[src/csm_defs.svh]
// constants for the clock stop monitor
`ifndef CSM_DEFS_SVH
`define CSM_DEFS_SVH
`define CSM_WATCH_MODE_RESET   8'h00
`define CSM_WATCH_ENABLE_BIT   0
`define CSM_CAUSE_FLAG_BIT     1
`define CSM_MAIN_STOP_BIT      7
`define CSM_CPU_CUT_BIT        7
`define CSM_INT_OSC_STOP_BIT   0
`define CSM_MAIN_STATUS_BIT    1
`define CSM_SETTLE_LOG2        16
`define CSM_STOP_THRESHOLD     4
`define CSM_SYS_CLK_MHZ        25
`endif

[src/csm_pkg.sv]
// types for the clock stop monitor
package csm_pkg;
  typedef enum logic [1:0] {
    CSM_IDLE,
    CSM_SETTLE,
    CSM_WATCH
  } csm_state_e;
  typedef enum logic [1:0] {
    CSM_CPU_ON_MAIN,
    CSM_CPU_ON_INTERNAL,
    CSM_CPU_ON_SUB
  } csm_cpu_src_e;
endpackage

[src/csm_edge_watch.sv]
// detector that counts sampling ticks without a main clock edge
`timescale 1ns/100ps
`include "csm_defs.svh"
module csm_edge_watch #(
  parameter int THRESHOLD = `CSM_STOP_THRESHOLD
) (
  input  wire logic sys_clk_i,
  input  wire logic reset_i,
  input  wire logic run_i,
  input  wire logic sample_tick_i,
  input  wire logic main_clk_level_i,
  output logic      stopped_o
);
  logic       sync_a;
  logic       sync_b;
  logic       last_level;
  logic [7:0] miss_count;

  // ----------------------------------------------------------------
  // synchroniser, first stage read only by second
  // ----------------------------------------------------------------
  always_ff @(posedge sys_clk_i or posedge reset_i) begin
    if (reset_i) begin
      sync_a <= 1'b0;
      sync_b <= 1'b0;
    end else begin
      sync_a <= main_clk_level_i;
      sync_b <= sync_a;
    end
  end

  // ----------------------------------------------------------------
  // miss counter
  // ----------------------------------------------------------------
  always_ff @(posedge sys_clk_i or posedge reset_i) begin
    if (reset_i) begin
      last_level <= 1'b0;
      miss_count <= 8'h00;
      stopped_o  <= 1'b0;
    end else begin
      last_level <= sync_b;
      stopped_o  <= 1'b0;
      if (!run_i || sync_b != last_level) begin
        miss_count <= 8'h00;
      end else if (sample_tick_i) begin
        if (miss_count >= 8'(THRESHOLD - 1)) begin
          stopped_o  <= 1'b1;
          miss_count <= 8'h00;
        end else begin
          miss_count <= miss_count + 8'h01;
        end
      end
    end
  end
endmodule

[src/csm_clock_stop_monitor.sv]
// clock stop monitor: mode register, suspend logic and reset generation
`timescale 1ns/100ps
`include "csm_defs.svh"
module csm_clock_stop_monitor
  import csm_pkg::*;
#(
  parameter int SETTLE_LOG2 = `CSM_SETTLE_LOG2,
  parameter int THRESHOLD   = `CSM_STOP_THRESHOLD
) (
  input  wire logic        sys_clk_i,
  input  wire logic        reset_i,
  input  wire logic        int_reset_i,
  input  wire logic        mode_wr_byte_i,
  input  wire logic        mode_wr_bit_i,
  input  wire logic [2:0]  mode_bit_sel_i,
  input  wire logic [7:0]  mode_wdata_i,
  output logic      [7:0]  clock_watch_mode_reg_o,
  input  wire logic        main_osc_stop_i,
  input  wire logic        cpu_main_clock_cut_i,
  input  wire csm_cpu_src_e cpu_src_i,
  input  wire logic        stop_mode_i,
  input  wire logic        int_osc_stop_wr_i,
  input  wire logic        int_osc_stop_val_i,
  input  wire logic        int_osc_unstoppable_i,
  output logic             internal_osc_stop_o,
  input  wire logic        main_clk_level_i,
  input  wire logic        sample_tick_i,
  input  wire logic        main_tick_i,
  output logic             monitoring_o,
  output logic             watch_reset_o,
  output logic             watch_reset_cause_flag_o
);
  logic [7:0]        clock_watch_mode_reg;
  logic [7:0]        next_mode;
  logic              watch_enable;
  logic              main_halted;
  logic              suspend_hold;
  logic [SETTLE_LOG2:0] settle_count;
  logic              stopped;
  logic              first_cycle;
  csm_state_e        state;

  assign watch_enable = clock_watch_mode_reg[`CSM_WATCH_ENABLE_BIT];

  // ----------------------------------------------------------------
  // mode register write path
  // ----------------------------------------------------------------
  always_comb begin
    next_mode = clock_watch_mode_reg;
    if (mode_wr_byte_i) begin
      next_mode = mode_wdata_i;
    end else if (mode_wr_bit_i) begin
      next_mode[mode_bit_sel_i] = mode_wdata_i[0];
    end
    // bit 0 is write-one only; clearing comes from reset alone
    next_mode[`CSM_WATCH_ENABLE_BIT] = watch_enable |
                                       next_mode[`CSM_WATCH_ENABLE_BIT];
    next_mode[7:1] = 7'h00;
  end

  always_ff @(posedge sys_clk_i or posedge reset_i) begin
    if (reset_i) begin
      clock_watch_mode_reg <= `CSM_WATCH_MODE_RESET;
    end else if (int_reset_i || watch_reset_o) begin
      clock_watch_mode_reg <= `CSM_WATCH_MODE_RESET;
    end else begin
      clock_watch_mode_reg <= next_mode;
    end
  end

  assign clock_watch_mode_reg_o = clock_watch_mode_reg;

  // ----------------------------------------------------------------
  // internal oscillator stop control
  // ----------------------------------------------------------------
  // status check before stopping is left to software
  always_ff @(posedge sys_clk_i or posedge reset_i) begin
    if (reset_i) begin
      internal_osc_stop_o <= 1'b0;
    end else if (int_osc_unstoppable_i) begin
      internal_osc_stop_o <= 1'b0;
    end else if (int_osc_stop_wr_i) begin
      internal_osc_stop_o <= int_osc_stop_val_i;
    end
  end

  // ----------------------------------------------------------------
  // suspend conditions
  // ----------------------------------------------------------------
  always_comb begin
    case (cpu_src_i)
      CSM_CPU_ON_INTERNAL: main_halted = main_osc_stop_i;
      CSM_CPU_ON_SUB:      main_halted = cpu_main_clock_cut_i;
      default:             main_halted = 1'b0;
    endcase
  end

  // main clock absent: after reset, in STOP, or stopped by software
  assign suspend_hold = first_cycle | stop_mode_i | main_halted;

  always_ff @(posedge sys_clk_i or posedge reset_i) begin
    if (reset_i) begin
      first_cycle <= 1'b1;
    end else begin
      first_cycle <= 1'b0;
    end
  end

  // ----------------------------------------------------------------
  // settle timer and monitor state
  // ----------------------------------------------------------------
  // the settle time is counted in main clock periods regardless of
  // oscillator type, so an RC oscillator still waits it out
  always_ff @(posedge sys_clk_i or posedge reset_i) begin
    if (reset_i) begin
      state        <= CSM_SETTLE;
      settle_count <= '0;
    end else begin
      case (state)
        CSM_IDLE: begin
          if (!suspend_hold) begin
            state <= CSM_WATCH;
          end
        end
        CSM_SETTLE: begin
          if (suspend_hold) begin
            settle_count <= '0;
          end else if (settle_count[SETTLE_LOG2]) begin
            state        <= CSM_WATCH;
            settle_count <= '0;
          end else if (main_tick_i) begin
            settle_count <= settle_count + 1'b1;
          end
        end
        CSM_WATCH: begin
          if (suspend_hold) begin
            state        <= CSM_SETTLE;
            settle_count <= '0;
          end
        end
        default: begin
          state <= CSM_SETTLE;
        end
      endcase
    end
  end

  // enable may arrive any time; it only takes effect in the watch state
  assign monitoring_o = (state == CSM_WATCH) & watch_enable & ~internal_osc_stop_o &
                        ~suspend_hold;

  csm_edge_watch #(
    .THRESHOLD(THRESHOLD)
  ) u_edge_watch (
    .sys_clk_i       (sys_clk_i),
    .reset_i         (reset_i),
    .run_i           (monitoring_o),
    .sample_tick_i   (sample_tick_i),
    .main_clk_level_i(main_clk_level_i),
    .stopped_o       (stopped)
  );

  // ----------------------------------------------------------------
  // reset request and cause flag
  // ----------------------------------------------------------------
  always_ff @(posedge sys_clk_i or posedge reset_i) begin
    if (reset_i) begin
      watch_reset_o <= 1'b0;
    end else begin
      watch_reset_o <= stopped & monitoring_o;
    end
  end

  // flag survives the internal reset it causes; only external reset clears it
  always_ff @(posedge sys_clk_i or posedge reset_i) begin
    if (reset_i) begin
      watch_reset_cause_flag_o <= 1'b0;
    end else if (watch_reset_o) begin
      watch_reset_cause_flag_o <= 1'b1;
    end
  end
endmodule

[config.mk]
export PLATFORM = sky130hd
export DESIGN_NAME = csm_clock_stop_monitor
export DESIGN_NICKNAME = d
export VERILOG_FILES = /design/src/csm_pkg.sv /design/src/csm_edge_watch.sv /design/src/csm_clock_stop_monitor.sv
export VERILOG_INCLUDE_DIRS = /design/src
export SDC_FILE = /design/constraint.sdc
export NUM_CORES = 1
export LEC_CHECK = 0
export BUFFER_PORTS_ARGS = -buffer_cell sky130_fd_sc_hd__buf_2
export CELL_PAD_IN_SITES_DETAIL_PLACEMENT = 1
export CELL_PAD_IN_SITES_GLOBAL_PLACEMENT = 1
export CORE_MARGIN = 4
export CORE_UTILIZATION = 30
export CTS_BUF_LIST = sky130_fd_sc_hd__clkbuf_2
export CTS_CLUSTER_DIAMETER = 80
export DETAILED_ROUTE_END_ITERATION = 16
export PLACE_DENSITY_LB_ADDON = 0.1
export SLEW_MARGIN = 20
export SYNTH_ARGS = -nofsm -noshare
export SYNTH_HDL_FRONTEND = slang
export SYNTH_SLANG_ARGS = --single-unit
[constraint.sdc]
create_clock -name sys_clk_i -period 2.4 [get_ports sys_clk_i]
set_clock_uncertainty 0.15 [all_clocks]
set_input_delay 0 -clock sys_clk_i [delete_from_list [all_inputs] [get_ports sys_clk_i]]
set_output_delay 0 -clock sys_clk_i [all_outputs]
set_load 0.005 [all_outputs]
==> results.md, run 1 <==
* Run status: completed
* Crit path largest cell delay at 450 ps
* # port buffers at 24
* Post-DP HPWL at 3522 um
* Post-route minimum period at 1979 ps
* Die Area at 8122 um2
* Levels on crit path at 5
* Avg Vias per Cell at 5.273
* Max_cap viols at 0
* EDFF count, synth at 0
* Adder-cell share of the synthesized area at 2.474%
* Synth Area in Compound Gates at 19.23%
* Mapped cell area at 2023 um2
* Clock Path Buffers at 2
* Height of the die at 90.12 um
* Synthesized instance count at 209
* Sequential share of the synthesized area at 44.65%
* Die width at 90.12 um
* Post-route ant nets at 0
* CTS tree: yes
* CP Launch Type: flop
* Layout area overhead at 15.09%
* DR iter-0 viols at 85
* Bufs and invs on worst path at 0
* Yosys reg bits at 36
* PwrDens at 515.8 nW/um2
* Biggest area consumer among synthesized cells: dfrtp_1
* Actual slew at the worst max-slew pin at 721.5 ps
* Per-cell routed wire length at 15.51 um
* Cts repair resizes at 0
* Largest net degree at the start of global routing at 37
* Residual DRC at 0
* CTS buffer count at 5
* Initial antenna violation count at 0
* Synth async-reset ratio at 100.0%
* CP delay by family, top: simple AND/OR/NAND/NOR gates
* DR vias at 1698
* Max stage delay cell, worst path: dfrtp_1
* Max-slew violation count at 0
* Worst path cell trace: ha_1 > or4_1 > nor4_2 > o21ba_2 > o21a_1
* Clk slew on worst S/H paths at 230 ps
* Core ar. at 6459 um2
* Vias in the first global route at 1777
* Post-Layout Cell Count at 322
* Starting Density at 31.33%
* Top cell type's share of synthesized area at 42.05%
* Inserted Diodes at 0
* Global-route wire length before repair at 8680 um
* GR Util All Layers at 12.98%
* Worst Setup End Kind: flop
* Critical Path RT at 2580 ps
* Mux cell area share after synthesis at 2.474%
* Final worst-path cycle share at 82.46%
* Final setup fails at 0
* Placed cell count at 306
* RSZ-0062 raised after global routing: false
* Grt total ovfl at 0
* Tot Pwr at 0.001201 W
* Kind of critical path: flop to flop
* Simple-Gate Fraction of Synth Area at 23.31%
* Leak at 1.014 nW
* Relative slew slack at 51.85%
* Row Count at 29
* Num Clock Sinks at 36
* WP data arrival at 2160 ps
* Layout Nets at 275
* Final Util at 36.05%
* Root Buffer: clkbuf_2
* Crit path max fanout at 4
* Final hold violations at 0
* Hold Path Class: input pin to asynchronous set/reset pin
* Ys Warns at 0
* Mapped Avg Cell Area at 9.680 um2
* Share of cells above drive strength 1 at 20.41%
* Maximum vdd ir drop at 0.0002259 V
* Main synth FF type: dfrtp_1
* Drt first pass iters at 4
* # IOs at 39
* Worst reg-to-reg path cell count at 5
* Largest family of logic cells by synthesized area: simple AND/OR/NAND/NOR gates
* Setup TNS at 0 ps
* Clk_lat worst skew at 400 ps
* Total Wirelength at 4995 um
* Max Freq at 0.5053 GHz
* Synth top area cells: dfrtp_1 (42%), nand3_1 (4.5%), a211oi_1 (4.1%), nand4_1 (2.8%), buf_4 (2.6%)
* Post-synthesis xor/xnor area fraction at 0.4329%
* H-tree levels at 2
* Final GP Congestion at 0.7336
* Synth cell types at 47
[worst min-delay path: cells and delay by family]
family                 cells  cell delay [ps]
buffers and inverters      4             1080
[Yosys cell counts, drive strengths merged (3+ instances only)]
master	instances
nor2	10
ha	4
and3	7
nand3	18
or2	3
a31oi	4
a21oi	7
dfrtp	34
nand4	9
and2	6
inv	14
a41oi	5
o21a	3
a211oi	12
mux2i	5
clkbuf	4
o21ai	12
nand2	7
buf	11
and4	4
nor2b	4
[power by group]
| group | leakage, nW | internal [W] | switching [W] |
|---|---|---|---|
| Combinational | 0.494 | 0.000101 | 0.000162 |
| Sequential | 0.487 | 0.000629 | 0.0000187 |
| Clock | 0.0327 | 0.0000707 | 0.000220 |
[timing repair]
action / in CTS / in global routing
setup endpoints to repair: 0 / 0
endpoints found under the hold margin: 49 / 0
hold buffers: 8 / 0
buffers inserted: 0 / 0
[kinds of logic after synthesis]
| logic type | count (synthesis) |
|---|---|
| adder cells (fa/ha/maj) | 4 |
| buffers and inverters | 29 |
| AO/OA/AOI/OAI | 53 |
| multiplexers | 5 |
| XOR/XNOR | 1 |
| flip-flops | 36 |
| AND/OR/NAND/NOR | 80 |
| other | 1 |
[placed cells by master (no fill, tap or decap), types with 7 or more instances in the layout]
cell type,instances
dfrtp_1,34
buf_2,24
nand3_1,18
inv_1,14
a211oi_1,11
nor2_1,9
nand4_1,9
o21ai_0,9
conb_1,8
dlygate4sd3_1,8
nand2_1,7
a21oi_1,7
and3_1,7
[registers in the layout (all words and copies together) (netlist names)]
signal	count
clock_watch_mode_reg_o	1
first_cycle	1
internal_osc_stop_o	1
settle_count	17
state	2
u_edge_watch.last_level	1
u_edge_watch.miss_count	8
u_edge_watch.stopped_o	1
u_edge_watch.sync_a	1
u_edge_watch.sync_b	1
watch_reset_cause_flag_o	1
watch_reset_o	1
[final cells by class]
class,count,area [um2]
clock buffers,5,25.02
clock inverters,3,18.77
fillers,767,4130
inverters,14,52.55
multi-input cells,151,1002
flip-flops and latches,36,903.4
well taps,77,96.34
repair buffers,36,230.2
[stage by stage]
stage / area (um2) / hold slack [ps] / setup WS, ps
after floorplan: 2049 / -118.6 / 594.0
after global placement: 2202 / -39.86 / 236.3
after detailed placement: 2202 / -39.07 / 164.3
after CTS: 2326 / 31.57 / 155.4
after global routing: 2328 / 21.58 / 282.2
final: 2328 / 60.63 / 421.0
[layer usage]
layer	up-vias	wire length (um)	track usage, %
li1	834	-	-
met1	830	2416	17.29
met2	32	2340	20.85
met3	2	206	3.172
met4	0	32	3.827
met5	-	0	0
[final timing paths]
path                                                         from                                     end  slack [ps]
setup reg to reg           u_edge_watch.miss_count[0]$_DFFE_PP0P_  u_edge_watch.miss_count[5]$_DFFE_PP0P_         420
hold / removal                                            reset_i             settle_count[7]$_DFFE_PP0P_          60
min in group sys_clk_i                                main_tick_i            settle_count[15]$_DFFE_PP0P_          70
max in group asynchronous                                 reset_i                   first_cycle$_DFF_PP1_        1650
hold reg to reg                     u_edge_watch.sync_a$_DFF_PP0_           u_edge_watch.sync_b$_DFF_PP0_         230
setup / recovery           u_edge_watch.miss_count[0]$_DFFE_PP0P_  u_edge_watch.miss_count[5]$_DFFE_PP0P_         420
(Power assumes the default switching activity.)
==> run 2, diff against run 1 <==
==> constraint.sdc (replaced) <==
create_clock -name sys_clk_i -period 1.72 [get_ports sys_clk_i]
set_clock_uncertainty 0.15 [all_clocks]
set_input_delay 0 -clock sys_clk_i [delete_from_list [all_inputs] [get_ports sys_clk_i]]
set_output_delay 0 -clock sys_clk_i [all_outputs]
set_load 0.005 [all_outputs]
==> run 2 against run 1 <==
  * The run now ends with negative setup slack left
  * Register-to-register slack worse by 530 ps
  * Critical path depth unchanged
  * Maximum frequency up 8.5%
  * Cell count up 11%
  * Power up 49%
  * Design area up 16%
  * Worst hold slack worse by 17 ps
  * Clock-buffer cell count unchanged
  * Global-route usage up 0.61 points
  * Largest power group unchanged
==> results.md, run 2 (synthesis results as in run 1) <==
* Final GP Congestion at 0.8051
* GR Util All Layers at 13.59%
* Layout Nets at 309
* Run status: complete, but fails checks
* Avg Vias per Cell at 5.096
* PwrDens at 665.1 nW/um2
* Met1 Use GR at 18.58%
* Num Clock Sinks at 36
* Final worst-path cycle share at 106.1%
* Met3 usage at 3.422%
* Setup TNS at -1448 ps
* Final setup fails at 22
* Die width at 90.12 um
* Biggest regs: settle_count: 17 flops, u_edge_watch.miss_count: 8 flops, state: 2 flops
* Inserted Diodes at 0
* DP Area at 2494 um2
* Final worst slack at -104.5 ps
* Post-DP HPWL at 3894 um
* CTS tree: yes
* Height of the die at 90.12 um
* Max reg flops at 17
* Clk_lat worst skew at 390 ps
* Place WS at -97.71 ps
* Commonest cells after routing, fill and taps aside: buf_4 (36), dfrtp_1 (33), buf_2 (24)
* Fillers at 750
* Hold Path Class: input pin to flop
* Row Count at 29
* Drt first pass iters at 3
* Initial antenna violation count at 0
* Layout area overhead at 33.21%
* Clk slew on worst S/H paths at 210 ps
* Max stage delay cell, worst path: or4b_4
* Maximum vdd ir drop at 0.0002367 V
* Total Wirelength at 5281 um
* CTS buffer count at 5
* Critical Path RT at 1880 ps
* Max_cap viols at 0
* CP Launch Type: flop
* Bufs and invs on worst path at 1
* # IOs at 39
* Most used routing layer in global routing: met2
* DR vias at 1814
* Final Util at 41.73%
* Post-route minimum period at 1825 ps
* Kind of critical path: flop to flop
* Grt total ovfl at 0
* Core ar. at 6459 um2
* # port buffers at 24
* Root Buffer: clkbuf_2
* Leak at 1.212 nW
* Crit path max fanout at 18
* Most common cell after layout, fill and taps aside: buf_4
* Global-route wire length before repair at 9149 um
* Worst Setup End Kind: flop
* Max Freq at 0.5481 GHz
* CP delay by family, top: simple AND/OR/NAND/NOR gates
* Starting Density at 31.33%
* Final hold violations at 0
* Post-route ant nets at 0
* Area of the multi-input gates at 1087 um2
* Crit path largest cell delay at 530 ps
* Clock Path Buffers at 2
* Register with the most flip-flops: settle_count
* Register area at 904.6 um2
* Max-slew violation count at 0
* Die Area at 8122 um2
* Worst path cell trace: or4b_4 > a211oi_4 > buf_12 > a211oi_1 > mux2i_1
* Vias in the first global route at 1849
* Design Area, Final at 2695 um2
* Residual DRC at 0
* Share of cells above drive strength 1 at 33.69%
* Violated checks: negative setup slack
* Met2 Track Usage GR at 21.66%
* RSZ-0062 raised after global routing: true
* H-tree levels at 2
* DR iter-0 viols at 71
* Per-cell routed wire length at 14.83 um
* Largest net degree at the start of global routing at 37
* WP data arrival at 1990 ps
run 2: cell count changes in the layout (fill, tap and decap cells not counted), moves of 2 or more:
cell,change
buf_4,+32
o21ai_0,-3
nor2b_1,-3
o21ai_1,+3
buf_12,+2
nor2b_4,+3
run 2: worst paths after layout:
check / slack (ps) / endpoint / cells after the start / from
max in group asynchronous: 990 / state[0]$_DFFE_PP1P_ / 4 / reset_i
setup reg to reg: -100 / settle_count[8]$_DFFE_PP0P_ / 5 / first_cycle$_DFF_PP1_
hold / removal: 40 / settle_count[4]$_DFFE_PP0P_ / 5 / main_tick_i
hold reg to reg: 230 / u_edge_watch.sync_b$_DFF_PP0_ / 0 / u_edge_watch.sync_a$_DFF_PP0_
min in group asynchronous: 80 / settle_count[15]$_DFFE_PP0P_ / 4 / reset_i
setup / recovery: -100 / settle_count[8]$_DFFE_PP0P_ / 5 / first_cycle$_DFF_PP1_
run 2: repair_timing:
item | 4_1_cts | 5_1_grt
endpoints found under the hold margin | 52 | 0
setup buffers | 2 | 1
endpoints found under the setup margin | 26 | 25
pin swaps | 2 | 1
hold buffers | 8 | 0
gates resized for setup | 11 | 5
run 2: worst register-to-register path, stage by stage (launching register included):
cell,delay (ps)
dfstp_2,420
or4b_4,530
a211oi_4,210
buf_12,190
a211oi_1,90
mux2i_1,150
run 2: cell type report:
| class | count | share of cell area, % |
|---|---|---|
| clock buffers | 5 | 0.9285 |
| clock inverters | 3 | 0.6964 |
| inverters | 14 | 1.950 |
| multi-input cells | 151 | 40.34 |
| flip-flops and latches | 36 | 33.57 |
| well taps | 77 | 3.575 |
| repair buffers | 70 | 18.94 |
run 2: where the power goes:
part / switching, W / total, W / internal (W)
combinational: 0.000260 / 0.000481 / 0.000221
clock: 0.000307 / 0.000406 / 0.0000986
sequential: 0.0000277 / 0.000906 / 0.000878
run 2: layer usage:
metal | vias up | part of all wire, % | wire (um)
met5 | - | 0 | 0
met4 | 0 | 1.1 | 59
met3 | 6 | 3.0 | 161
met2 | 24 | 45 | 2380
met1 | 883 | 51 | 2680
li1 | 901 | - | -
run 2: stage by stage:
| step | std cells | hold WS (ps) | power (W) |
|---|---|---|---|
| global route | 356 | 7.071 | 0.001928 |
| detailed placement | 338 | -39.97 | 0.001369 |
| floorplan | 216 | -118.6 | 0.001177 |
| global placement | 338 | -40.59 | 0.001364 |
| finish | 356 | 43.66 | 0.001792 |
| CTS | 355 | 8.419 | 0.001835 |
